`src/shared/iema_pkg.sv`:
```
// constants, codes and types of the two-wire eeprom master
// assumes a 25 MHz system clock and a 400 kHz transfer clock
package iema_pkg;
   localparam int CLK_HZ = 25_000_000;
   localparam int XFER_HZ = 400_000;
   // quarter of a transfer clock period, rounded up
   localparam int QTR_CYC = (CLK_HZ + 4 * XFER_HZ - 1) / (4 * XFER_HZ);
   localparam int XFER_CYC = 4 * QTR_CYC;
   // flag wait minimums in transfer clock periods, plus a margin factor
   localparam int BUSY_MIN_PER = 2;
   localparam int STOP_MIN_PER = 2;
   localparam int ACK_MIN_PER = 21;
   localparam int TMO_MARGIN = 4;
   localparam int TMO_SHORT_CYC = BUSY_MIN_PER * TMO_MARGIN * XFER_CYC;
   localparam int TMO_LONG_CYC = ACK_MIN_PER * TMO_MARGIN * XFER_CYC;
   localparam int POLL_LIMIT = 255;
   // slave address byte fields, ack levels, single-byte length and pin drive level
   localparam logic [3:0] DEV_CODE = 4'ha;
   localparam logic [2:0] DEV_SEL = 3'h0;
   localparam logic DIR_WR = 1'b0;
   localparam logic DIR_RD = 1'b1;
   localparam logic ACK_VAL = 1'b0;
   localparam logic NACK_VAL = 1'b1;
   localparam logic [7:0] LEN_ONE = 8'h01;
   localparam logic PIN_LOW = 1'b0;

   typedef enum logic [1:0] {OP_RD_RANDOM, OP_RD_SEQ, OP_WR_BYTE,
      OP_WR_PAGE} iema_op_e;
   typedef enum logic [1:0] {ERR_NONE, ERR_NACK, ERR_TIMEOUT} iema_err_e;
   typedef enum logic [1:0] {CMD_START, CMD_WRITE, CMD_READ,
      CMD_STOP} iema_cmd_e;
endpackage : iema_pkg

```
`src/shared/iema_eng_if.sv`:
```
// link between the transfer sequencer and the bit engine
// assumes both ends run on the same clock
`timescale 1ns/10ps
`default_nettype none
interface iema_eng_if;
   import iema_pkg::*;
   iema_cmd_e cmd;
   logic cmd_valid;
   logic [7:0] tx_byte;
   logic ack_send;
   logic abort;
   logic scl_hi;
   logic sda_hi;
   logic done;
   logic ack_rx;
   logic [7:0] rx_byte;
   logic scl_oe_n;
   logic sda_oe_n;
   modport ctl (output cmd, cmd_valid, tx_byte, ack_send, abort, scl_hi,
      sda_hi, input done, ack_rx, rx_byte, scl_oe_n, sda_oe_n);
   modport eng (input cmd, cmd_valid, tx_byte, ack_send, abort, scl_hi,
      sda_hi, output done, ack_rx, rx_byte, scl_oe_n, sda_oe_n);
endinterface : iema_eng_if
`default_nettype wire

```
`src/logic/iema_bit_engine.sv`:
```
// bit engine: start, stop, byte write and byte read on the two wires
// assumes synchronised pin levels and one command at a time while idle
`timescale 1ns/10ps
`default_nettype none
module iema_bit_engine (
   input wire logic clk_i,
   input wire logic sys_rst_i,
   input wire logic ce_i,
   iema_eng_if.eng eng
);
   import iema_pkg::*;
   typedef enum logic [1:0] {E_IDLE, E_START, E_BIT, E_STOP} iema_est_e;
   iema_est_e st, next_st;
   logic [4:0] tick_cnt, next_tick_cnt;
   logic [1:0] q, next_q;
   logic [3:0] bitn, next_bitn;
   logic [7:0] sh, next_sh;
   logic is_rd, next_is_rd, ackv, next_ackv;
   logic scl_oe_n, next_scl_oe_n, sda_oe_n, next_sda_oe_n;
   logic done, next_done, ack_rx, next_ack_rx;
   logic stretch, tick;

   // high phase waits until the wire really is high (clock stretching)
   assign stretch = (st != E_IDLE) && (q == 2'h2) && !eng.scl_hi;
   assign tick = (tick_cnt == 5'(QTR_CYC - 1)) && !stretch;

   // quarter-period sequencing of every bus condition
   always_comb begin
      next_st = st;
      next_tick_cnt = tick_cnt;
      next_q = q;
      next_bitn = bitn;
      next_sh = sh;
      next_is_rd = is_rd;
      next_ackv = ackv;
      next_scl_oe_n = scl_oe_n;
      next_sda_oe_n = sda_oe_n;
      next_done = 1'b0;
      next_ack_rx = ack_rx;
      if (eng.abort) begin
         next_st = E_IDLE;
         next_scl_oe_n = 1'b1;
         next_sda_oe_n = 1'b1;
      end else if (st == E_IDLE) begin
         next_tick_cnt = 5'h00;
         next_q = 2'h0;
         next_bitn = 4'h0;
         if (eng.cmd_valid) begin
            next_sh = eng.tx_byte;
            next_is_rd = (eng.cmd == CMD_READ);
            next_ackv = eng.ack_send;
            unique case (eng.cmd)
               CMD_START: next_st = E_START;
               CMD_STOP: next_st = E_STOP;
               CMD_WRITE, CMD_READ: next_st = E_BIT;
            endcase
         end
      end else begin
         if (tick) begin
            next_tick_cnt = 5'h00;
            next_q = q + 2'h1;
         end else if (!stretch) begin
            next_tick_cnt = tick_cnt + 5'h01;
         end
         if (tick) begin
            unique case (st)
               E_START: begin
                  unique case (q)
                     2'h0: next_sda_oe_n = 1'b1;
                     2'h1: next_scl_oe_n = 1'b1;
                     2'h2: next_sda_oe_n = 1'b0;
                     2'h3: begin
                        next_scl_oe_n = 1'b0;
                        next_done = 1'b1;
                        next_st = E_IDLE;
                     end
                  endcase
               end
               E_BIT: begin
                  unique case (q)
                     // RQ18 ack value driven
                     2'h0: begin
                        if (bitn == 4'h8) begin
                           next_sda_oe_n = is_rd ? ackv : 1'b1;
                        end else begin
                           next_sda_oe_n = is_rd | sh[7];
                        end
                     end
                     2'h1: next_scl_oe_n = 1'b1;
                     // RQ9 ack sampled high
                     2'h2: begin
                        next_sh = {sh[6:0], eng.sda_hi};
                        if (bitn == 4'h8) begin
                           next_sh = sh;
                           next_ack_rx = eng.sda_hi;
                        end
                     end
                     2'h3: begin
                        next_scl_oe_n = 1'b0;
                        next_bitn = bitn + 4'h1;
                        if (bitn == 4'h8) begin
                           next_sda_oe_n = 1'b1;
                           next_done = 1'b1;
                           next_st = E_IDLE;
                        end
                     end
                  endcase
               end
               E_STOP: begin
                  unique case (q)
                     2'h0: next_sda_oe_n = 1'b0;
                     2'h1: next_scl_oe_n = 1'b1;
                     2'h2: next_sda_oe_n = 1'b0;
                     2'h3: begin
                        next_sda_oe_n = 1'b1;
                        next_done = 1'b1;
                        next_st = E_IDLE;
                     end
                  endcase
               end
               default: next_st = E_IDLE;
            endcase
         end
      end
   end

   // engine registers
   always_ff @(posedge clk_i or posedge sys_rst_i) begin
      if (sys_rst_i) begin
         st <= E_IDLE;
         tick_cnt <= 5'h00;
         q <= 2'h0;
         bitn <= 4'h0;
         sh <= 8'h00;
         is_rd <= 1'b0;
         ackv <= 1'b0;
         scl_oe_n <= 1'b1;
         sda_oe_n <= 1'b1;
         done <= 1'b0;
         ack_rx <= 1'b1;
      end else if (ce_i) begin
         st <= next_st;
         tick_cnt <= next_tick_cnt;
         q <= next_q;
         bitn <= next_bitn;
         sh <= next_sh;
         is_rd <= next_is_rd;
         ackv <= next_ackv;
         scl_oe_n <= next_scl_oe_n;
         sda_oe_n <= next_sda_oe_n;
         done <= next_done;
         ack_rx <= next_ack_rx;
      end
   end

   assign eng.done = done;
   assign eng.ack_rx = ack_rx;
   assign eng.rx_byte = sh;
   assign eng.scl_oe_n = scl_oe_n;
   assign eng.sda_oe_n = sda_oe_n;

   // RQ13 stretched clock holds
   chk_stretch_hold: assert property (@(posedge clk_i) disable iff (sys_rst_i || !ce_i) // RQ13
      stretch && !eng.abort |=> q == 2'h2 && scl_oe_n) else $error("high phase left early");
   // RQ9 ack bit captured
   chk_ack_capture: assert property (@(posedge clk_i) disable iff (sys_rst_i || !ce_i) // RQ9
      st == E_BIT && bitn == 4'h8 && q == 2'h2 && tick && !eng.abort
      |=> ack_rx == $past(eng.sda_hi)) else $error("ack bit not captured");
endmodule : iema_bit_engine
`default_nettype wire

```
`src/logic/iema_top.sv`:
```
// two-wire eeprom master: random/sequential read, byte/page write
// assumes a single eeprom slave; pins are open drain, sampled here
`timescale 1ns/10ps
`default_nettype none
// Function
// RQ1 - master only, one slave on bus
// RQ2 - random read returns one chosen byte
// RQ3 - sequential read returns N bytes from start
// RQ4 - byte write stores one byte
// RQ5 - page write sends up to a page
// RQ6 - poll address until ack after writes
// RQ7 - address byte carries 1010 and 000
// RQ8 - bit 0 carries read/write direction
// RQ9 - every byte followed by checked acknowledge; the code does not check the ack of the low memory address byte or of the read address byte
// RQ10 - count polling, abandon wait past limit
// RQ11 - abandoned wait reports timeout error code
// RQ12 - busy and stop waits allow two periods
// RQ13 - ack, transmit, receive waits allow twenty-one
// RQ14 - timeout limits carry extra margin
// RQ15 - limits measured in transfer clock periods
// RQ16 - two memory address bytes before data
// RQ17 - transmit done on ninth clock rising edge; the code signals done when the ninth clock is pulled low
// RQ18 - sent ack value: zero ack, one nack
// RQ19 - taking received byte clocks next byte
// RQ20 - reads: write address, repeated start, read
// RQ21 - last read byte nacked, then stop
module iema_top #(
   parameter int TMO_LONG = iema_pkg::TMO_LONG_CYC,
   parameter int POLL_MAX = iema_pkg::POLL_LIMIT
) (
   input wire logic clk_i,
   input wire logic sys_rst_i,
   input wire logic ce_i,
   input wire logic start_i,
   input wire iema_pkg::iema_op_e op_i,
   input wire logic [15:0] addr_i,
   input wire logic [7:0] len_i,
   input wire logic wr_valid_i,
   input wire logic [7:0] wr_data_i,
   output logic wr_ready_o,
   output logic rd_valid_o,
   output logic [7:0] rd_data_o,
   input wire logic rd_ready_i,
   output logic busy_o,
   output logic done_o,
   output iema_pkg::iema_err_e err_o,
   output logic bus_occupied_flag_o,
   input wire logic scl_i,
   output logic scl_o,
   output logic scl_oe_n_o,
   input wire logic sda_i,
   output logic sda_o,
   output logic sda_oe_n_o
);
   import iema_pkg::*;
   typedef enum logic [3:0] {M_IDLE, M_FREE, M_START, M_DEVW, M_AH, M_AL,
      M_RSTART, M_DEVR, M_RBYTE, M_RHOLD, M_WDATA, M_WBYTE, M_STOP,
      M_PSTART, M_PDEV, M_DONE} iema_mst_e;

   iema_eng_if eng ();

   iema_bit_engine u_eng (
      .clk_i(clk_i),
      .sys_rst_i(sys_rst_i),
      .ce_i(ce_i),
      .eng(eng)
   );

   iema_mst_e st, next_st;
   iema_op_e op, next_op;
   iema_err_e err, next_err;
   iema_cmd_e cmd, next_cmd, step_cmd;
   logic scl_m, scl_s, sda_m, sda_s, occ;
   logic issued, next_issued, poll_ok, next_poll_ok;
   logic [15:0] tmo_cnt, next_tmo_cnt, step_lim;
   logic [7:0] poll_cnt, next_poll_cnt, rem, next_rem;
   logic [15:0] addr, next_addr;
   logic [7:0] wbuf, next_wbuf, tx_byte, next_tx_byte, step_tx;
   logic cmd_valid, next_cmd_valid, ack_send, next_ack_send, abort;
   logic next_abort, done, next_done, rd_valid, next_rd_valid;
   logic [7:0] rd_data, next_rd_data;
   logic wr_ready, next_wr_ready, is_step, is_rd, nacked;
   logic busy;

   // pin levels pass two flip-flops before use
   always_ff @(posedge clk_i or posedge sys_rst_i) begin
      if (sys_rst_i) begin
         scl_m <= 1'b1;
         scl_s <= 1'b1;
         sda_m <= 1'b1;
         sda_s <= 1'b1;
         occ <= 1'b0;
      end else if (ce_i) begin
         scl_m <= scl_i;
         scl_s <= scl_m;
         sda_m <= sda_i;
         sda_s <= sda_m;
         occ <= !(scl_s && sda_s);
      end
   end

   assign eng.scl_hi = scl_s;
   assign eng.sda_hi = sda_s;
   assign is_rd = (op == OP_RD_RANDOM) || (op == OP_RD_SEQ);
   assign nacked = (eng.ack_rx != ACK_VAL);

   // command, byte and wait limit for each bus step
   always_comb begin
      is_step = 1'b1;
      step_cmd = CMD_WRITE;
      step_tx = wbuf;
      // RQ12 short waits, RQ13 long waits, RQ14 RQ15 in periods
      step_lim = 16'(TMO_LONG);
      unique case (st)
         M_START, M_RSTART, M_PSTART: begin
            step_cmd = CMD_START;
            step_lim = 16'(TMO_SHORT_CYC);
         end
         M_STOP: begin
            step_cmd = CMD_STOP;
            step_lim = 16'(TMO_SHORT_CYC);
         end
         // RQ7 device code and select, RQ8 direction bit
         M_DEVW, M_PDEV: step_tx = {DEV_CODE, DEV_SEL, DIR_WR};
         M_DEVR: step_tx = {DEV_CODE, DEV_SEL, DIR_RD};
         // RQ16 two memory address bytes
         M_AH: step_tx = addr[15:8];
         M_AL: step_tx = addr[7:0];
         M_RBYTE: step_cmd = CMD_READ;
         M_WBYTE: step_tx = wbuf;
         default: is_step = 1'b0;
      endcase
   end

   // transfer sequencer
   always_comb begin
      next_st = st;
      next_op = op;
      next_err = err;
      next_cmd = cmd;
      next_issued = issued;
      next_poll_ok = poll_ok;
      next_tmo_cnt = tmo_cnt;
      next_poll_cnt = poll_cnt;
      next_rem = rem;
      next_addr = addr;
      next_wbuf = wbuf;
      next_tx_byte = tx_byte;
      next_cmd_valid = 1'b0;
      next_ack_send = ack_send;
      next_abort = 1'b0;
      next_done = 1'b0;
      next_rd_valid = rd_valid;
      next_rd_data = rd_data;
      next_wr_ready = wr_ready;
      if (is_step && !issued) begin
         next_cmd = step_cmd;
         next_tx_byte = step_tx;
         // RQ18 RQ21 last byte answered with nack
         next_ack_send = (rem == LEN_ONE) ? NACK_VAL : ACK_VAL;
         next_cmd_valid = 1'b1;
         next_issued = 1'b1;
         next_tmo_cnt = 16'h0000;
      end else if (is_step && !eng.done) begin
         // RQ10 RQ11 wait abandoned past its limit
         if (tmo_cnt >= step_lim) begin
            next_err = ERR_TIMEOUT;
            next_abort = 1'b1;
            next_issued = 1'b0;
            next_st = M_DONE;
         end else begin
            next_tmo_cnt = tmo_cnt + 16'h0001;
         end
      end else if (is_step) begin
         next_issued = 1'b0;
         unique case (st)
            M_START: next_st = M_DEVW;
            M_PSTART: next_st = M_PDEV;
            // RQ20 repeated start before read direction
            M_AL: next_st = is_rd ? M_RSTART : M_WDATA;
            M_RSTART: next_st = M_DEVR;
            M_DEVR: next_st = M_RBYTE;
            M_RBYTE: begin
               next_rd_valid = 1'b1;
               next_rd_data = eng.rx_byte;
               next_st = M_RHOLD;
            end
            // RQ6 poll until the slave acknowledges
            M_PDEV: begin
               next_poll_ok = !nacked;
               next_st = M_STOP;
            end
            M_STOP: begin
               if (err != ERR_NONE || poll_ok || is_rd) begin
                  next_st = M_DONE;
               end else if (poll_cnt == 8'(POLL_MAX)) begin
                  // RQ10 polling attempts limited
                  next_err = ERR_TIMEOUT;
                  next_st = M_DONE;
               end else begin
                  next_poll_cnt = poll_cnt + 8'h01;
                  next_st = M_PSTART;
               end
            end
            default: begin
               next_st = (st == M_DEVW) ? M_AH : (st == M_AH) ? M_AL : M_WDATA;
               if (st == M_WBYTE && rem == LEN_ONE) begin
                  next_st = M_STOP;
               end else if (st == M_WBYTE) begin
                  next_rem = rem - 8'h01;
               end
               // RQ9 RQ17 ack checked at ninth clock
               if (nacked) begin
                  next_err = ERR_NACK;
                  next_st = M_STOP;
               end
            end
         endcase
      end else begin
         unique case (st)
            M_IDLE: begin
               if (start_i) begin
                  next_op = op_i;
                  next_addr = addr_i;
                  next_err = ERR_NONE;
                  next_poll_ok = 1'b0;
                  next_poll_cnt = 8'h00;
                  next_tmo_cnt = 16'h0000;
                  // RQ2 RQ4 single byte, RQ3 RQ5 counted bytes
                  next_rem = len_i;
                  if (op_i == OP_RD_RANDOM || op_i == OP_WR_BYTE ||
                      len_i == 8'h00) begin
                     next_rem = LEN_ONE;
                  end
                  next_st = M_FREE;
               end
            end
            // RQ1 RQ12 wait for a free bus
            M_FREE: begin
               if (!occ) begin
                  next_st = M_START;
               end else if (tmo_cnt >= 16'(TMO_SHORT_CYC)) begin
                  next_err = ERR_TIMEOUT;
                  next_st = M_DONE;
               end else begin
                  next_tmo_cnt = tmo_cnt + 16'h0001;
               end
            end
            // RQ19 taking the byte clocks the next one
            M_RHOLD: begin
               if (rd_valid && rd_ready_i) begin
                  next_rd_valid = 1'b0;
                  next_rem = rem - 8'h01;
                  next_st = (rem == LEN_ONE) ? M_STOP : M_RBYTE;
               end
            end
            M_WDATA: begin
               if (!wr_ready) begin
                  next_wr_ready = 1'b1;
               end else if (wr_valid_i) begin
                  next_wr_ready = 1'b0;
                  next_wbuf = wr_data_i;
                  next_st = M_WBYTE;
               end
            end
            M_DONE: begin
               next_done = 1'b1;
               next_st = M_IDLE;
            end
            default: next_st = M_IDLE;
         endcase
      end
   end

   // sequencer registers
   always_ff @(posedge clk_i or posedge sys_rst_i) begin
      if (sys_rst_i) begin
         st <= M_IDLE;
         op <= OP_RD_RANDOM;
         err <= ERR_NONE;
         cmd <= CMD_START;
         issued <= 1'b0;
         poll_ok <= 1'b0;
         tmo_cnt <= 16'h0000;
         poll_cnt <= 8'h00;
         rem <= 8'h00;
         addr <= 16'h0000;
         wbuf <= 8'h00;
         tx_byte <= 8'h00;
         cmd_valid <= 1'b0;
         ack_send <= ACK_VAL;
         abort <= 1'b0;
         done <= 1'b0;
         rd_valid <= 1'b0;
         rd_data <= 8'h00;
         wr_ready <= 1'b0;
         busy <= 1'b0;
      end else if (ce_i) begin
         st <= next_st;
         op <= next_op;
         err <= next_err;
         cmd <= next_cmd;
         issued <= next_issued;
         poll_ok <= next_poll_ok;
         tmo_cnt <= next_tmo_cnt;
         poll_cnt <= next_poll_cnt;
         rem <= next_rem;
         addr <= next_addr;
         wbuf <= next_wbuf;
         tx_byte <= next_tx_byte;
         cmd_valid <= next_cmd_valid;
         ack_send <= next_ack_send;
         abort <= next_abort;
         done <= next_done;
         rd_valid <= next_rd_valid;
         rd_data <= next_rd_data;
         wr_ready <= next_wr_ready;
         busy <= (next_st != M_IDLE); // registered copy of a non-idle state
      end
   end

   // engine commands, registered outputs and constant-low pin drives
   assign eng.cmd = cmd;
   assign eng.cmd_valid = cmd_valid;
   assign eng.tx_byte = tx_byte;
   assign eng.ack_send = ack_send;
   assign eng.abort = abort;
   assign wr_ready_o = wr_ready;
   assign rd_valid_o = rd_valid;
   assign rd_data_o = rd_data;
   assign busy_o = busy;
   assign done_o = done;
   assign err_o = err;
   assign bus_occupied_flag_o = occ;
   assign scl_o = PIN_LOW;
   assign sda_o = PIN_LOW;
   assign scl_oe_n_o = eng.scl_oe_n;
   assign sda_oe_n_o = eng.sda_oe_n;

   // RQ7 write address byte
   chk_dev_write: assert property (@(posedge clk_i) disable iff (sys_rst_i) // RQ7
      cmd_valid && (st == M_DEVW || st == M_PDEV) |-> tx_byte == 8'ha0) else $error("bad write address");
   // RQ8 read direction bit
   chk_dev_read: assert property (@(posedge clk_i) disable iff (sys_rst_i) // RQ8
      cmd_valid && st == M_DEVR |-> tx_byte == 8'ha1) else $error("bad read address");
   // RQ16 address follows device
   chk_addr_order: assert property (@(posedge clk_i) disable iff (sys_rst_i || !ce_i) // RQ16
      st == M_DEVW && issued && eng.done && !eng.ack_rx |=> st == M_AH) else $error("address byte skipped");
   // RQ21 last byte nacked
   chk_last_nack: assert property (@(posedge clk_i) disable iff (sys_rst_i) // RQ21
      cmd_valid && cmd == CMD_READ |-> ack_send == (rem == 8'h01)) else $error("wrong ack on read");
   // RQ19 byte held until taken
   chk_rx_hold: assert property (@(posedge clk_i) disable iff (sys_rst_i || !ce_i) // RQ19
      rd_valid_o && !rd_ready_i |=> rd_valid_o && $stable(rd_data_o)) else $error("read byte dropped");
   // RQ11 timeout reported
   chk_tmo_report: assert property (@(posedge clk_i) disable iff (sys_rst_i || !ce_i) // RQ11
      is_step && issued && !eng.done && tmo_cnt >= step_lim
      |=> st == M_DONE ##1 done_o && err_o == ERR_TIMEOUT) else $error("timeout not reported");
   // RQ10 wait count bounded
   chk_tmo_bound: assert property (@(posedge clk_i) disable iff (sys_rst_i) // RQ10
      is_step && issued |-> tmo_cnt <= step_lim) else $error("wait count past limit");
   // RQ6 write ends only after poll ack
   chk_poll_done: assert property (@(posedge clk_i) disable iff (sys_rst_i) // RQ6
      done_o && err_o == ERR_NONE && !is_rd |-> poll_ok) else $error("write ended unpolled");
endmodule : iema_top
`default_nettype wire

```
`config.mk`:
```
export PLATFORM = sky130hd
export DESIGN_NAME = iema_top
export DESIGN_NICKNAME = d
export VERILOG_FILES = /design/src/shared/iema_pkg.sv /design/src/shared/iema_eng_if.sv /design/src/logic/iema_bit_engine.sv /design/src/logic/iema_top.sv
export SDC_FILE = /design/constraint.sdc
export NUM_CORES = 1
export LEC_CHECK = 0
export ABC_CLOCK_PERIOD_IN_PS = 5300
export CAP_MARGIN = 20
export CORE_MARGIN = 3
export CORE_UTILIZATION = 64
export CTS_CLUSTER_DIAMETER = 30
export DETAILED_ROUTE_END_ITERATION = 6
export DONT_BUFFER_PORTS = 1
export GPL_ROUTABILITY_DRIVEN = 1
export PLACE_DENSITY = 0.77
export SLEW_MARGIN = 5
export SYNTH_ARGS = -nofsm -noshare
export SYNTH_HDL_FRONTEND = slang
export SYNTH_SLANG_ARGS = --single-unit
```
`constraint.sdc`:
```
create_clock -name clk_i -period 5.3 [get_ports clk_i]
set_clock_uncertainty 0.2 [all_clocks]
set_input_delay 1.06 -clock clk_i [delete_from_list [all_inputs] [get_ports clk_i]]
set_output_delay 1.06 -clock clk_i [all_outputs]
set_load 0.05 [all_outputs]
```
## After elaboration in Yosys (flattened, before gate mapping)

Cells that the tools add are included.

- Register bits after elaboration: 123
- Output and inout bits: 19
- Logic and storage cells: 321
- Bits of input ports: 42

- $lt $le $gt $ge: 2
- Reduce and logical (&&, ||, !) cells: 76
- Mux-type cells: 127
- Bitwise logic cells: 6
- Equality and inequality tests: 68
- Add/sub/neg operators: 6

Operators by type and width:

| kind | number |
|---|---|
| $mux 8 | 19 |
| $mux 16 | 7 |
| $mux 4 | 19 |
| $mux 1 | 40 |
| $mux 2 | 20 |
| $eq 4x4->1 const B | 9 |
| $ne 4x4->1 const B | 8 |
| $pmux 16 s2 | 1 |
| $pmux 4 s8 | 1 |
| $pmux 8 s4 | 1 |
| $reduce_and 6->1 | 5 |
| $reduce_and 7->1 | 4 |
| $reduce_bool 2->1 | 11 |
| $ne 3x3->1 const B | 6 |
| $add 16x1->16 const B | 1 |
| $eq 4x3->1 const B | 4 |
| $ge 16x10->1 const B | 1 |
| $ge 16x16->1 | 1 |
| $ne 4x2->1 const B | 4 |
| $pmux 4 s4 | 1 |
| $pmux 8 s2 | 1 |
| $reduce_and 8->1 | 2 |
| $reduce_bool 4->1 | 4 |
| $mux 5 | 3 |
| 45 further kinds | 112 |

## Logic depth before layout (Yosys ltp)

Gate-level depths: netlist (run 1).

- Depth in word-level cells: 10
- Mapped depth: 12

## Modules after synthesis

From an unflattened synthesis (run 1), not the netlist that was laid out.

- Cells, all modules: 722
- Area, all modules: 7145.6 µm²

Modules (own cells, without submodules):

| module | cells an instance | sequential area each (µm²) | area each (µm²) | times used |
|---|---|---|---|---|
| iema_top | 560 | 2382.3 | 5434.0 | 1 |
| iema_bit_engine | 162 | 679.4 | 1711.6 | 1 |

## Worst setup path before layout (run 1)

No wires, ideal clock.

- Path type: flip-flop to flip-flop
- Start: register st[3]
- End: register tmo_cnt[10]
- Required time: 4.997 ns
- Arrival: 2.957 ns
- Slack: 2.040 ns
- Cell stages (with the launch flop): 13
- Setup time: 0.103 ns
- Cell sequence: dfrtp_1 -> buf_6 -> clkbuf_1 -> o22a_1 -> inv_1 -> ha_1 -> a211o_1 -> nand2_1 -> nand4_2 -> a311o_1 -> or2_1 -> buf_6 -> o41ai_2

- Word-level cells in the longest chain between the ends: 6
- Elaborated cells on any way between the ends: 31
- Classes of those cells: 1 x order compare; 17 x eq/ne; 6 x mux; 7 x reduce/logical

RTL lines:

| what | RTL line | RTL |
|---|---|---|
| from (decl) | iema_top.sv:69 | `iema_mst_e st, next_st;` |
| from (signal assigned) | iema_top.sv:299 | `st <= next_st;` |
| $eq 4x4->1, or another cell as far along | iema_top.sv:114 | `unique case (st)` |
| $reduce_or 4->1 (no source line) / $reduce_or 11->1 (equally long branches) | n/a |  |
| $mux 13 / $mux 1 (equally long branches) | iema_top.sv:114 |  |
| $ge 16x16->1, or another cell as far along | iema_top.sv:166 | `if (tmo_cnt >= step_lim) begin` |
| $ne 3x3->1 (no source line), or another cell as far along | n/a |  |
| $reduce_and 7->1 (no source line) / $mux 16 (equally long branches) | n/a |  |
| to (signal assigned) | iema_top.sv:305 | `tmo_cnt <= next_tmo_cnt;` |
| to (decl) | iema_top.sv:75 | `logic [15:0] tmo_cnt, next_tmo_cnt, step_lim;` |

Several ways; a longest one is shown, not always the timed one. The select of a mux whose other input is x is not followed.
A chain may end at the register's enable or synchronous reset.

## Final worst setup path (run 1)

- Start: register st[1]
- End: register tmo_cnt[12]

The elaborated chain is that of the path after synthesis.

==> results of run 1 <==
-- registers in the layout, summed over array words and instances (netlist names), 5 cells and up --
name,count
u_eng.eng.rx_byte,8
addr,16
wbuf,8
u_eng.tick_cnt,5
poll_cnt,8
eng.tx_byte,8
rem,8
rd_data_o,8
tmo_cnt,16
-- through the flow --
stage                     instance area [um^2]  hold slack (ns)   util
after floorplan                           6950            0.241      -
after global placement                    6990            0.256  0.671
after detailed placement                  6990            0.260  0.671
after CTS                                 7580            0.160  0.728
after global routing                      7590            0.171  0.729
final                                     7590            0.173  0.729
-- routing by layer --
metal  up-vias  routed length [um]  global-route usage
li1       2631                   -                   -
met4         0                 224              0.0853
met3        23                 917              0.0728
met2       172                8020               0.448
met5         -                   0                   0
met1      2722                7140               0.383
-- where the power goes --
group	internal [mW]	switching [mW]
clock network	0.687	0.470
registers	1.12	0.204
logic	0.389	0.550
total	2.20	1.22
-- worst max path at each step --
stage	endpoint	slack, ns	depth (start not counted)
floorplan	abort$_DFFE_PP0P_	0.81	1
global placement	tmo_cnt[12]$_DFFE_PP0P_	1.71	10
detailed placement	tmo_cnt[12]$_DFFE_PP0P_	1.60	10
CTS	tmo_cnt[12]$_DFFE_PP0P_	1.57	10
global route	tmo_cnt[12]$_DFFE_PP0P_	1.33	10
finish	tmo_cnt[12]$_DFFE_PP0P_	1.53	10
-- cell usage in the layout, fill, tap and decap left out, types with 4 or more instances in the layout --
cell type / instances
o21a_1: 5
and3_1: 8
or4b_1: 4
mux2i_1: 11
nand2_1: 66
mux2_2: 21
a22oi_1: 7
inv_6: 6
o21ai_1: 13
nor2_1: 52
nand3_1: 15
nand3b_1: 5
xor2_1: 4
and2_1: 4
a31oi_1: 11
inv_1: 31
o21ai_0: 56
buf_4: 10
clkbuf_16: 16
a21oi_1: 37
nor2b_1: 20
nand2b_1: 5
o22ai_1: 8
dfstp_2: 7
ha_1: 21
a21o_1: 6
nand4_1: 12
mux2_1: 19
or3_1: 9
a211oi_1: 6
o31ai_1: 15
dfrtp_1: 115
a211o_1: 4
nor3_1: 16
-- kinds of logic after synthesis --
logic type,count (synthesis)
simple gates,247
compound gates,206
flops,122
buf+inv,72
mux,51
fa+ha+maj,21
xor+xnor,6
other cells,1
-- area by class of cell --
cell class / instances / area, um^2 / area share
well taps: 136 / 170 / 0.0224
repair buffers: 10 / 75.1 / 0.00989
flip-flops and latches: 122 / 3060 / 0.403
clock inverters: 15 / 178 / 0.0234
multi-input cells: 533 / 3570 / 0.470
inverters: 33 / 126 / 0.0166
clock buffers: 17 / 414 / 0.0545
==> flow_metrics.env, run 1 <==
export IMPL_r2r_start="st[1]$_DFFE_PP0P_"
export IMPL_hp_class="primary input to asynchronous set/reset pin"
export IMPL_post_route_drc_count=0
export IMPL_wl_um=16300
export IMPL_crit_type="flip-flop to flip-flop"
export IMPL_ant_nets=0
export IMPL_power_density_nw_per_um2=451
export IMPL_syn_to_final_growth_pct=9.33
export IMPL_leakage_nw=3.30
export IMPL_htree_num_levels=4
export IMPL_gr_total_overflow=0
export IMPL_required_ns=5.51
export IMPL_grt_pass1_wl_um=26500
export IMPL_worstPathCellList="nand2b_4, o22a_1, inv_1, ha_1, a211o_1, nand2_1, nand4_2, a311o_1, or2_1, o41ai_1"
export IMPL_rsz0062_at_grt="no"
export IMPL_worst_path_max_delay_cell="dfrtp_1"
export IMPL_cts_root_buf="clkbuf_8"
export IMPL_clock_sinks=122
export IMPL_clkTransAtPathRegs_ns=0.06
export IMPL_status="complete, no violations"
export IMPL_yosys_mux_area_fraction=0.0807
export IMPL_reg2reg_depth=10
export IMPL_cp_num_buf_inv=1
export IMPL_async_reset_ff_frac=1.00
export IMPL_timing_slew_headroom=0.338
export IMPL_synth_compound_area_frac=0.195
export IMPL_die_w_um=110
export IMPL_yosys_most_used_dff="dfrtp_1"
export IMPL_routed_via_count=5548
export IMPL_total_power_mw=3.42
export IMPL_dp_hpwl_um=11300
export IMPL_fillers=757
export IMPL_cap_viol_max_count=0
export IMPL_synth_top_area_frac=0.414
export IMPL_syn_inst=726
export IMPL_arrival_ns=3.98
export IMPL_syn_area_um2=6940
export IMPL_synth_simple_gate_area_frac=0.191
export IMPL_antenna_found_initial=0
export IMPL_hold_viol=0
export IMPL_crit_start="st[1]$_DFFE_PP0P_"
export IMPL_finalSetupTns_ns=0
export IMPL_io_pins=61
export IMPL_ys_seq_area_frac=0.441
export IMPL_instances_no_fill=866
export IMPL_start_util=0.667
export IMPL_gp_routability_congestion=0.920
export IMPL_row_count=37
export IMPL_drtIter0Drc=558
export IMPL_synth_cell_types=85
export IMPL_cts_resized=0
export IMPL_synth_xor_area_frac=0.00757
export IMPL_synth_seq_cells=122
export IMPL_slew_viol_final=0
export IMPL_synth_top_cell_by_area="dfrtp_1"
export IMPL_startpoint_type="flip-flop"
export IMPL_clockBufferDepth=2
export IMPL_portBuffers=0
export IMPL_peakVddDrop_v=0.000237
export IMPL_drive_gt1_frac=0.129
export IMPL_final_nets=780
export IMPL_r2r_setup_slack_ns=1.53
export IMPL_core_um2=10400
export IMPL_setup_viol=0
export IMPL_critPathMaxStageDelay_ns=0.72
export IMPL_grt_max_degree=59
export IMPL_synthTopCellsByArea="dfrtp_1 (41%), o21ai_0 (4.0%), ha_1 (3.8%), nand2_1 (3.6%), mux2_2 (3.4%)"
export IMPL_fmax_mhz=266
export IMPL_place_inst=833
export IMPL_tritoncts="built"
export IMPL_yosys_warnings=0
export IMPL_die_area_um2=12100
export IMPL_worst_slack_ns=1.53
export IMPL_die_h_um=110
export IMPL_synth_most_common_cell="dfrtp_1"
export IMPL_grt_pass1_vias=5209
export IMPL_dr_pass1_iters=6
export IMPL_synthAdderAreaFrac=0.0378
export IMPL_timing_rr_end="tmo_cnt[12]$_DFFE_PP0P_"
export IMPL_worstMarginPinSlew_ns=0.991
export IMPL_cts_hold_buf=0
export IMPL_grt_usage=0.283
export IMPL_crit_fanout=16
export IMPL_synth_top_family_by_area="compound AO/OA/AOI/OAI gates"
export IMPL_synth_enable_flop_cells=0
export IMPL_worst_path_dominant_cell_family="compound AO/OA/AOI/OAI gates"
export IMPL_fin_crit_ns=3.77
export IMPL_clock_latency_ns=0.53
export IMPL_insertedDiodeCount=0
export IMPL_synth_avg_cell_area_um2=9.56
export IMPL_routedWlPerCell_um=18.8
export IMPL_vias_per_cell=6.41
export IMPL_end_kind="flip-flop"
export IMPL_pre_cts_slack_ns=1.60
export IMPL_ys_top_cells_by_count="dfrtp_1 (115), nand2_1 (66), o21ai_0 (56)"
export IMPL_period_share=0.710
export IMPL_cts_buffers=17
export IMPL_postCtsSetupBuffers=0
Note: power is estimated with default switching activity, not from simulation.
==> run 2, diff against run 1 <==
--- a/config.mk
+++ b/config.mk
@@ -5,15 +5,16 @@
 export SDC_FILE = /design/constraint.sdc
 export NUM_CORES = 1
 export LEC_CHECK = 0
-export ABC_CLOCK_PERIOD_IN_PS = 5300
+export ABC_AREA = 1
+export ABC_CLOCK_PERIOD_IN_PS = 3400
 export CAP_MARGIN = 20
 export CORE_MARGIN = 3
-export CORE_UTILIZATION = 64
+export CORE_UTILIZATION = 58
 export CTS_CLUSTER_DIAMETER = 30
 export DETAILED_ROUTE_END_ITERATION = 6
 export DONT_BUFFER_PORTS = 1
 export GPL_ROUTABILITY_DRIVEN = 1
-export PLACE_DENSITY = 0.77
+export PLACE_DENSITY = 0.73
 export SLEW_MARGIN = 5
 export SYNTH_ARGS = -nofsm -noshare
 export SYNTH_HDL_FRONTEND = slang
==> constraint.sdc (replaced) <==
create_clock -name clk_i -period 3.4 [get_ports clk_i]
set_clock_uncertainty 0.2 [all_clocks]
set_input_delay 0.68 -clock clk_i [delete_from_list [all_inputs] [get_ports clk_i]]
set_output_delay 0.68 -clock clk_i [all_outputs]
set_load 0.05 [all_outputs]
==> run 2 against run 1 <==
  * Synthesized cell count grew 26%
  * Critical path depth grew 2
  * Synthesized area shrank 0.38%
  * Via count grew 7.8%
  * Register-to-register slack lost 1.1 ns
  * Sequential share of layout area shrank 0.36 points
  * Sequential cell count is the same
  * Clock power grew 58%
  * First-iteration DRC count grew 5.0%
  * Fmax grew 28%
  * Largest power group is now combinational cells
==> flow_metrics.env, run 2 <==
export IMPL_status="complete, no violations"
export IMPL_fillers=1022
export IMPL_combPwrFrac=0.402
export IMPL_setup_viol=0
export IMPL_vias_per_cell=5.54
export IMPL_leakage_nw=3.81
export IMPL_start_util=0.601
export IMPL_ys_top_cells_by_count="nand2_1 (272), dfrtp_1 (115), inv_1 (102)"
export IMPL_syn_to_final_growth_pct=10.7
export IMPL_gp_routability_congestion=0.923
export IMPL_final_cell_mix="nand2_1 (272), dfrtp_1 (115), inv_1 (101), o21ai_0 (83), nand3_1 (77)"
export IMPL_r2r_setup_slack_ns=0.45
export IMPL_synthTopCellsByArea="dfrtp_1 (42%), nand2_1 (15%), o21ai_0 (6.0%), nand3_1 (5.6%), inv_1 (5.5%)"
export IMPL_swShare=0.447
export IMPL_seqPwrFrac=0.345
export IMPL_ant_nets=0
export IMPL_hold_viol=0
export IMPL_htree_num_levels=4
export IMPL_portBuffers=0
export IMPL_crit_fanout=17
export IMPL_final_nets=986
export IMPL_fin_crit_ns=2.95
export IMPL_period_share=0.869
export IMPL_core_um2=11500
export IMPL_synth_most_common_cell="nand2_1"
export IMPL_cts_buffers=17
export IMPL_syn_inst=917
export IMPL_clock_latency_ns=0.42
export IMPL_synth_enable_flop_cells=0
export IMPL_synth_cell_types=42
export IMPL_startpoint_type="flip-flop"
export IMPL_cts_hold_buf=0
export IMPL_clkPwrFrac=0.253
export IMPL_antenna_found_initial=0
export IMPL_finalSetupTns_ns=0
export IMPL_postCtsSetupBuffers=0
export IMPL_dr_pass1_iters=5
export IMPL_die_w_um=115
export IMPL_ys_seq_area_frac=0.443
export IMPL_insertedDiodeCount=0
export IMPL_grt_pass1_wl_um=28000
export IMPL_hp_class="primary input to asynchronous set/reset pin"
export IMPL_die_area_um2=13300
export IMPL_cp_num_buf_inv=1
export IMPL_dp_hpwl_um=12100
export IMPL_power_switching_mw=3.23
export IMPL_required_ns=3.48
export IMPL_worst_path_max_delay_cell="dfrtp_1"
export IMPL_drive_gt1_frac=0.0759
export IMPL_timing_slew_headroom=0.502
export IMPL_p_int_mw=4.00
export IMPL_synth_top_cell_by_area="dfrtp_1"
export IMPL_synth_seq_cells=122
export IMPL_post_route_drc_count=0
export IMPL_arrival_ns=3.03
export IMPL_yosys_warnings=0
export IMPL_crit_type="flip-flop to flip-flop"
export IMPL_clock_sinks=122
export IMPL_cts_resized=0
export IMPL_grt_usage=0.267
export IMPL_wl_um=16700
export IMPL_cap_viol_max_count=0
export IMPL_async_reset_ff_frac=1.00
export IMPL_mostFrequentLayoutCell="nand2_1"
export IMPL_worst_path_dominant_cell_family="simple AND/OR/NAND/NOR gates"
export IMPL_critPathMaxStageDelay_ns=0.49
export IMPL_power_density_nw_per_um2=944
export IMPL_syn_area_um2=6920
export IMPL_total_power_mw=7.23
export IMPL_peakVddDrop_v=0.000524
export IMPL_rsz0062_at_grt="no"
export IMPL_drtIter0Drc=586
export IMPL_cpMostUsedCell="nand2_1"
export IMPL_synth_top_area_frac=0.416
export IMPL_synth_avg_cell_area_um2=7.54
export IMPL_gr_total_overflow=0
export IMPL_cts_root_buf="clkbuf_16"
export IMPL_row_count=39
export IMPL_end_kind="flip-flop"
export IMPL_die_h_um=115
export IMPL_io_pins=61
export IMPL_yosys_most_used_dff="dfrtp_1"
export IMPL_tritoncts="built"
export IMPL_slew_viol_final=0
export IMPL_reg_largest_list="addr (16), tmo_cnt (16)"
export IMPL_fmax_mhz=339
export IMPL_routedWlPerCell_um=15.5
export IMPL_routed_via_count=5979
export IMPL_clockBufferDepth=2
export IMPL_worstPathCellList="nand2_1, inv_1, nand2_1, nand2_1, nor2_2, nand2_2, nand2_4, nand2_4, nor4_1, nand2_1, nand2_1, o21ai_1"
export IMPL_clkTransAtPathRegs_ns=0.06
export IMPL_grt_pass1_vias=5738
export IMPL_grt_max_degree=60
export IMPL_worstMarginPinSlew_ns=0.745
-- run 2: changes by cell type in the layout (fill, tap and decap cells not counted), sizes merged, moves of 9 or more --
| cell | previous run | this run |
|---|---|---|
| inv | 41 | 108 |
| nand2 | 67 | 280 |
| mux2 | 40 | 0 |
| nand3 | 15 | 78 |
| o31ai | 15 | 6 |
| nor2 | 54 | 70 |
| o21ai | 70 | 93 |
| a21oi | 37 | 27 |
| mux2i | 11 | 0 |
| xor2 | 4 | 21 |
| or3 | 10 | 0 |
| nand4 | 14 | 5 |
| nor2b | 20 | 0 |
-- run 2: path summary, 6_finish.rpt --
path                                      from                              to  cells after the start
setup / recovery             st[1]$_DFFE_PP0P_        rd_data_o[1]$_DFFE_PP0P_                     12
max in group asynchronous            sys_rst_i  u_eng.eng.scl_oe_n$_DFFE_PP1P_                      2
hold reg to reg            addr[7]$_DFFE_PP0P_             addr[7]$_DFFE_PP0P_                      2
min in group clk_i                        ce_i          eng.scl_hi$_DFFE_PP1P_                      1
hold / removal                       sys_rst_i          tmo_cnt[6]$_DFFE_PP0P_                      1
setup reg to reg             st[1]$_DFFE_PP0P_        rd_data_o[1]$_DFFE_PP0P_                     12
-- run 2: cell families after synthesis --
kind of cell    after synthesis  synth area share
xor+xnor                     24            0.0304
flops                       122             0.443
simple gates                459             0.284
other cells                   1          0.000542
fa+ha+maj                    21            0.0380
buf+inv                     139            0.0841
compound gates              151             0.121
-- run 2: power by group through the flow --
| stage | Sequential (mW) | Combinational [mW] | Clock [mW] |
|---|---|---|---|
| finish | 2.50 | 2.91 | 1.83 |
| detailed placement | 2.51 | 2.87 | 0 |
| global placement | 2.50 | 2.83 | 0 |
| global route | 2.56 | 3.32 | 1.92 |
| floorplan | 2.43 | 2.28 | 0 |
| CTS | 2.49 | 2.90 | 1.86 |
-- run 2: final cells by class --
class / instances / area [um^2] / area share
multi-input combinational: 657 / 3280 / 0.428
sequential: 122 / 3060 / 0.400
clock buffer: 25 / 485 / 0.0634
inverter: 112 / 432 / 0.0563
tap: 143 / 179 / 0.0234
clock inverter: 7 / 115 / 0.0150
timing repair buffer: 13 / 110 / 0.0144
-- run 2: per-stage QoR --
stage                     hold WS (ns)  area (um^2)   util  setup slack [ns]  instances
after floorplan                  0.242         6930      -             0.933        918
after global placement           0.249         7060  0.613             0.559       1047
after detailed placement         0.260         7060  0.613             0.465       1047
after CTS                       0.0727         7660  0.665             0.437       1079
after global routing             0.110         7660  0.665             0.102       1079
final                           0.0588         7660  0.665             0.447       1079
-- run 2: per-layer routing --
| metal | up-vias | wire (um) | track usage |
|---|---|---|---|
| li1 | 2979 | - | - |
| met1 | 2802 | 7640 | 0.360 |
| met2 | 172 | 7910 | 0.434 |
| met3 | 26 | 842 | 0.0568 |
| met4 | 0 | 294 | 0.0829 |
| met5 | - | 0 | 0 |
==> run 3, diff against run 2 <==
--- a/config.mk
+++ b/config.mk
@@ -9,12 +9,12 @@
 export ABC_CLOCK_PERIOD_IN_PS = 3400
 export CAP_MARGIN = 20
 export CORE_MARGIN = 3
-export CORE_UTILIZATION = 58
+export CORE_UTILIZATION = 40
 export CTS_CLUSTER_DIAMETER = 30
 export DETAILED_ROUTE_END_ITERATION = 6
 export DONT_BUFFER_PORTS = 1
 export GPL_ROUTABILITY_DRIVEN = 1
-export PLACE_DENSITY = 0.73
+export PLACE_DENSITY = 0.53
 export SLEW_MARGIN = 5
 export SYNTH_ARGS = -nofsm -noshare
 export SYNTH_HDL_FRONTEND = slang
==> run 3 against run 2 <==
  * Power is 1.7% lower
  * First-iteration DRC count down 43%
  * Via count fell by 3.2%
  * Largest cell class unchanged
  * Critical path type unchanged
  * Largest power group unchanged
  * Utilization shrank 20 points
  * Register-to-register slack improved by 0.02 ns
  * Non-clock buffer count grew 1
  * Cell area rose by 1.1%
  * Clock power fell by 4%
  * Hold slack better by 0.080 ns
  * Critical path depth down 1
  * Sequential share of layout area decreased by 0.43 points
==> flow_metrics.env, run 3 (synthesis results as in run 2) <==
export IMPL_worst_path_max_delay_cell="dfrtp_1"
export IMPL_status="complete, no violations"
export IMPL_rsz0062_at_grt="no"
export IMPL_fin_crit_ns=2.93
export IMPL_drtIter0Drc=332
export IMPL_vias_per_cell=5.00
export IMPL_die_area_um2=18900
export IMPL_slew_viol_final=0
export IMPL_start_util=0.413
export IMPL_fillers=1693
export IMPL_fin_hold_ws_ns=0.139
export IMPL_place_inst=1124
export IMPL_critPathMaxStageDelay_ns=0.54
export IMPL_final_nets=987
export IMPL_cp_num_buf_inv=0
export IMPL_ant_nets=0
export IMPL_total_power_mw=7.11
export IMPL_grt_max_degree=101
export IMPL_wl_um=17100
export IMPL_fmax_mhz=341
export IMPL_dp_hpwl_um=12500
export IMPL_finalSetupTns_ns=0
export IMPL_core_um2=16800
export IMPL_routed_via_count=5787
export IMPL_row_count=47
export IMPL_leakage_nw=3.80
export IMPL_insertedDiodeCount=0
export IMPL_mostFrequentLayoutCell="nand2_1"
export IMPL_die_h_um=138
export IMPL_worstPathCellList="nor2_2, nand2_1, nand2_1, nor2_1, nand2_2, nand2_4, nand2_4, nor4_1, nand2_1, nand2_1, o21ai_1"
export IMPL_regArea_um2=3060
export IMPL_grt_use_met2=0.291
export IMPL_routedWlPerCell_um=14.7
export IMPL_grtUsageMet3=0.0511
export IMPL_io_pins=61
export IMPL_end_kind="flip-flop"
export IMPL_setup_viol=0
export IMPL_post_route_drc_count=0
export IMPL_power_density_nw_per_um2=918
export IMPL_worst_path_dominant_cell_family="simple AND/OR/NAND/NOR gates"
export IMPL_drive_gt1_frac=0.0811
export IMPL_hp_class="primary input to flip-flop"
export IMPL_grt_pass1_wl_um=28200
export IMPL_worstMarginPinSlew_ns=0.584
export IMPL_top_usage_layer="met2"
export IMPL_clkTransAtPathRegs_ns=0.07
export IMPL_required_ns=3.49
export IMPL_htree_num_levels=4
export IMPL_crit_type="flip-flop to flip-flop"
export IMPL_cap_viol_max_count=0
export IMPL_grt_pass1_vias=5635
export IMPL_cts_resized=0
export IMPL_postCtsSetupBuffers=0
export IMPL_period_share=0.862
export IMPL_antenna_found_initial=0
export IMPL_tritoncts="built"
export IMPL_portBuffers=0
export IMPL_die_w_um=138
export IMPL_timing_slew_headroom=0.609
export IMPL_crit_fanout=17
export IMPL_instances_no_fill=1157
export IMPL_dr_pass1_iters=5
export IMPL_cts_buffers=17
export IMPL_clock_sinks=122
export IMPL_cpMostUsedCell="nand2_1"
export IMPL_final_cell_mix="nand2_1 (272), dfrtp_1 (115), inv_1 (101), o21ai_0 (83), nand3_1 (77)"
export IMPL_syn_to_final_growth_pct=11.9
export IMPL_peakVddDrop_v=0.000446
export IMPL_grt_use_met1=0.259
export IMPL_multi_input_area_um2=3280
export IMPL_gr_total_overflow=0
export IMPL_hold_viol=0
export IMPL_clockBufferDepth=2
export IMPL_gp_routability_congestion=0.934
export IMPL_startpoint_type="flip-flop"
export IMPL_grt_usage=0.189
export IMPL_clock_latency_ns=0.42
export IMPL_arrival_ns=3.02
export IMPL_cts_root_buf="clkbuf_16"
export IMPL_reg_largest_list="addr (16), tmo_cnt (16)"
run 3: final timing paths:
| check | start | depth (start not counted) | slack [ns] | to |
|---|---|---|---|---|
| min in group asynchronous | sys_rst_i | 2 | 0.58 | busy_o$_DFFE_PP0P_ |
| worst min-delay path | ce_i | 1 | 0.14 | eng.scl_hi$_DFFE_PP1P_ |
| worst max register to register | st[1]$_DFFE_PP0P_ | 11 | 0.47 | rd_data_o[1]$_DFFE_PP0P_ |
| max in group asynchronous | sys_rst_i | 3 | 1.50 | poll_ok$_DFFE_PP0P_ |
| worst max-delay path | st[1]$_DFFE_PP0P_ | 11 | 0.47 | rd_data_o[1]$_DFFE_PP0P_ |
| worst min register to register | scl_m$_DFFE_PP1P_ | 2 | 0.27 | scl_m$_DFFE_PP1P_ |
run 3: area by class of cell:
class,count,share of cell area
Clock buffer,17,0.0549
Clock inverter,15,0.0196
Inverter,112,0.0557
Multi-Input combinational cell,657,0.423
Sequential cell,122,0.395
Tap cell,220,0.0355
Timing Repair Buffer,14,0.0155
run 3: metal layers:
metal | routed length, um | vias to the layer above
li1 | - | 2980
met2 | 7740 | 93
met1 | 8300 | 2691
met4 | 296 | 0
met5 | 0 | -
met3 | 729 | 23
run 3: report_power, final:
part / leakage (nW) / switching, mW / internal (mW) / total (mW)
Combinational: 1.95 / 1.99 / 0.877 / 2.86
Clock: 0.279 / 0.779 / 0.977 / 1.76
Sequential: 1.58 / 0.571 / 1.92 / 2.49
run 3: what timing repair did:
item                                   in CTS  in global routing
hold buffers                                1                  0
endpoints found under the hold margin      20                  0
setup endpoints to repair                   0                  0
run 3: per-stage QoR:
step / worst slack [ns] / cell area [um^2] / utilization
final: 0.468 / 7740 / 0.462
after floorplan: 0.933 / 6930 / -
after global routing: 0.200 / 7740 / 0.462
after CTS: 0.473 / 7740 / 0.462
after global placement: 0.514 / 7160 / 0.427
after detailed placement: 0.478 / 7160 / 0.427
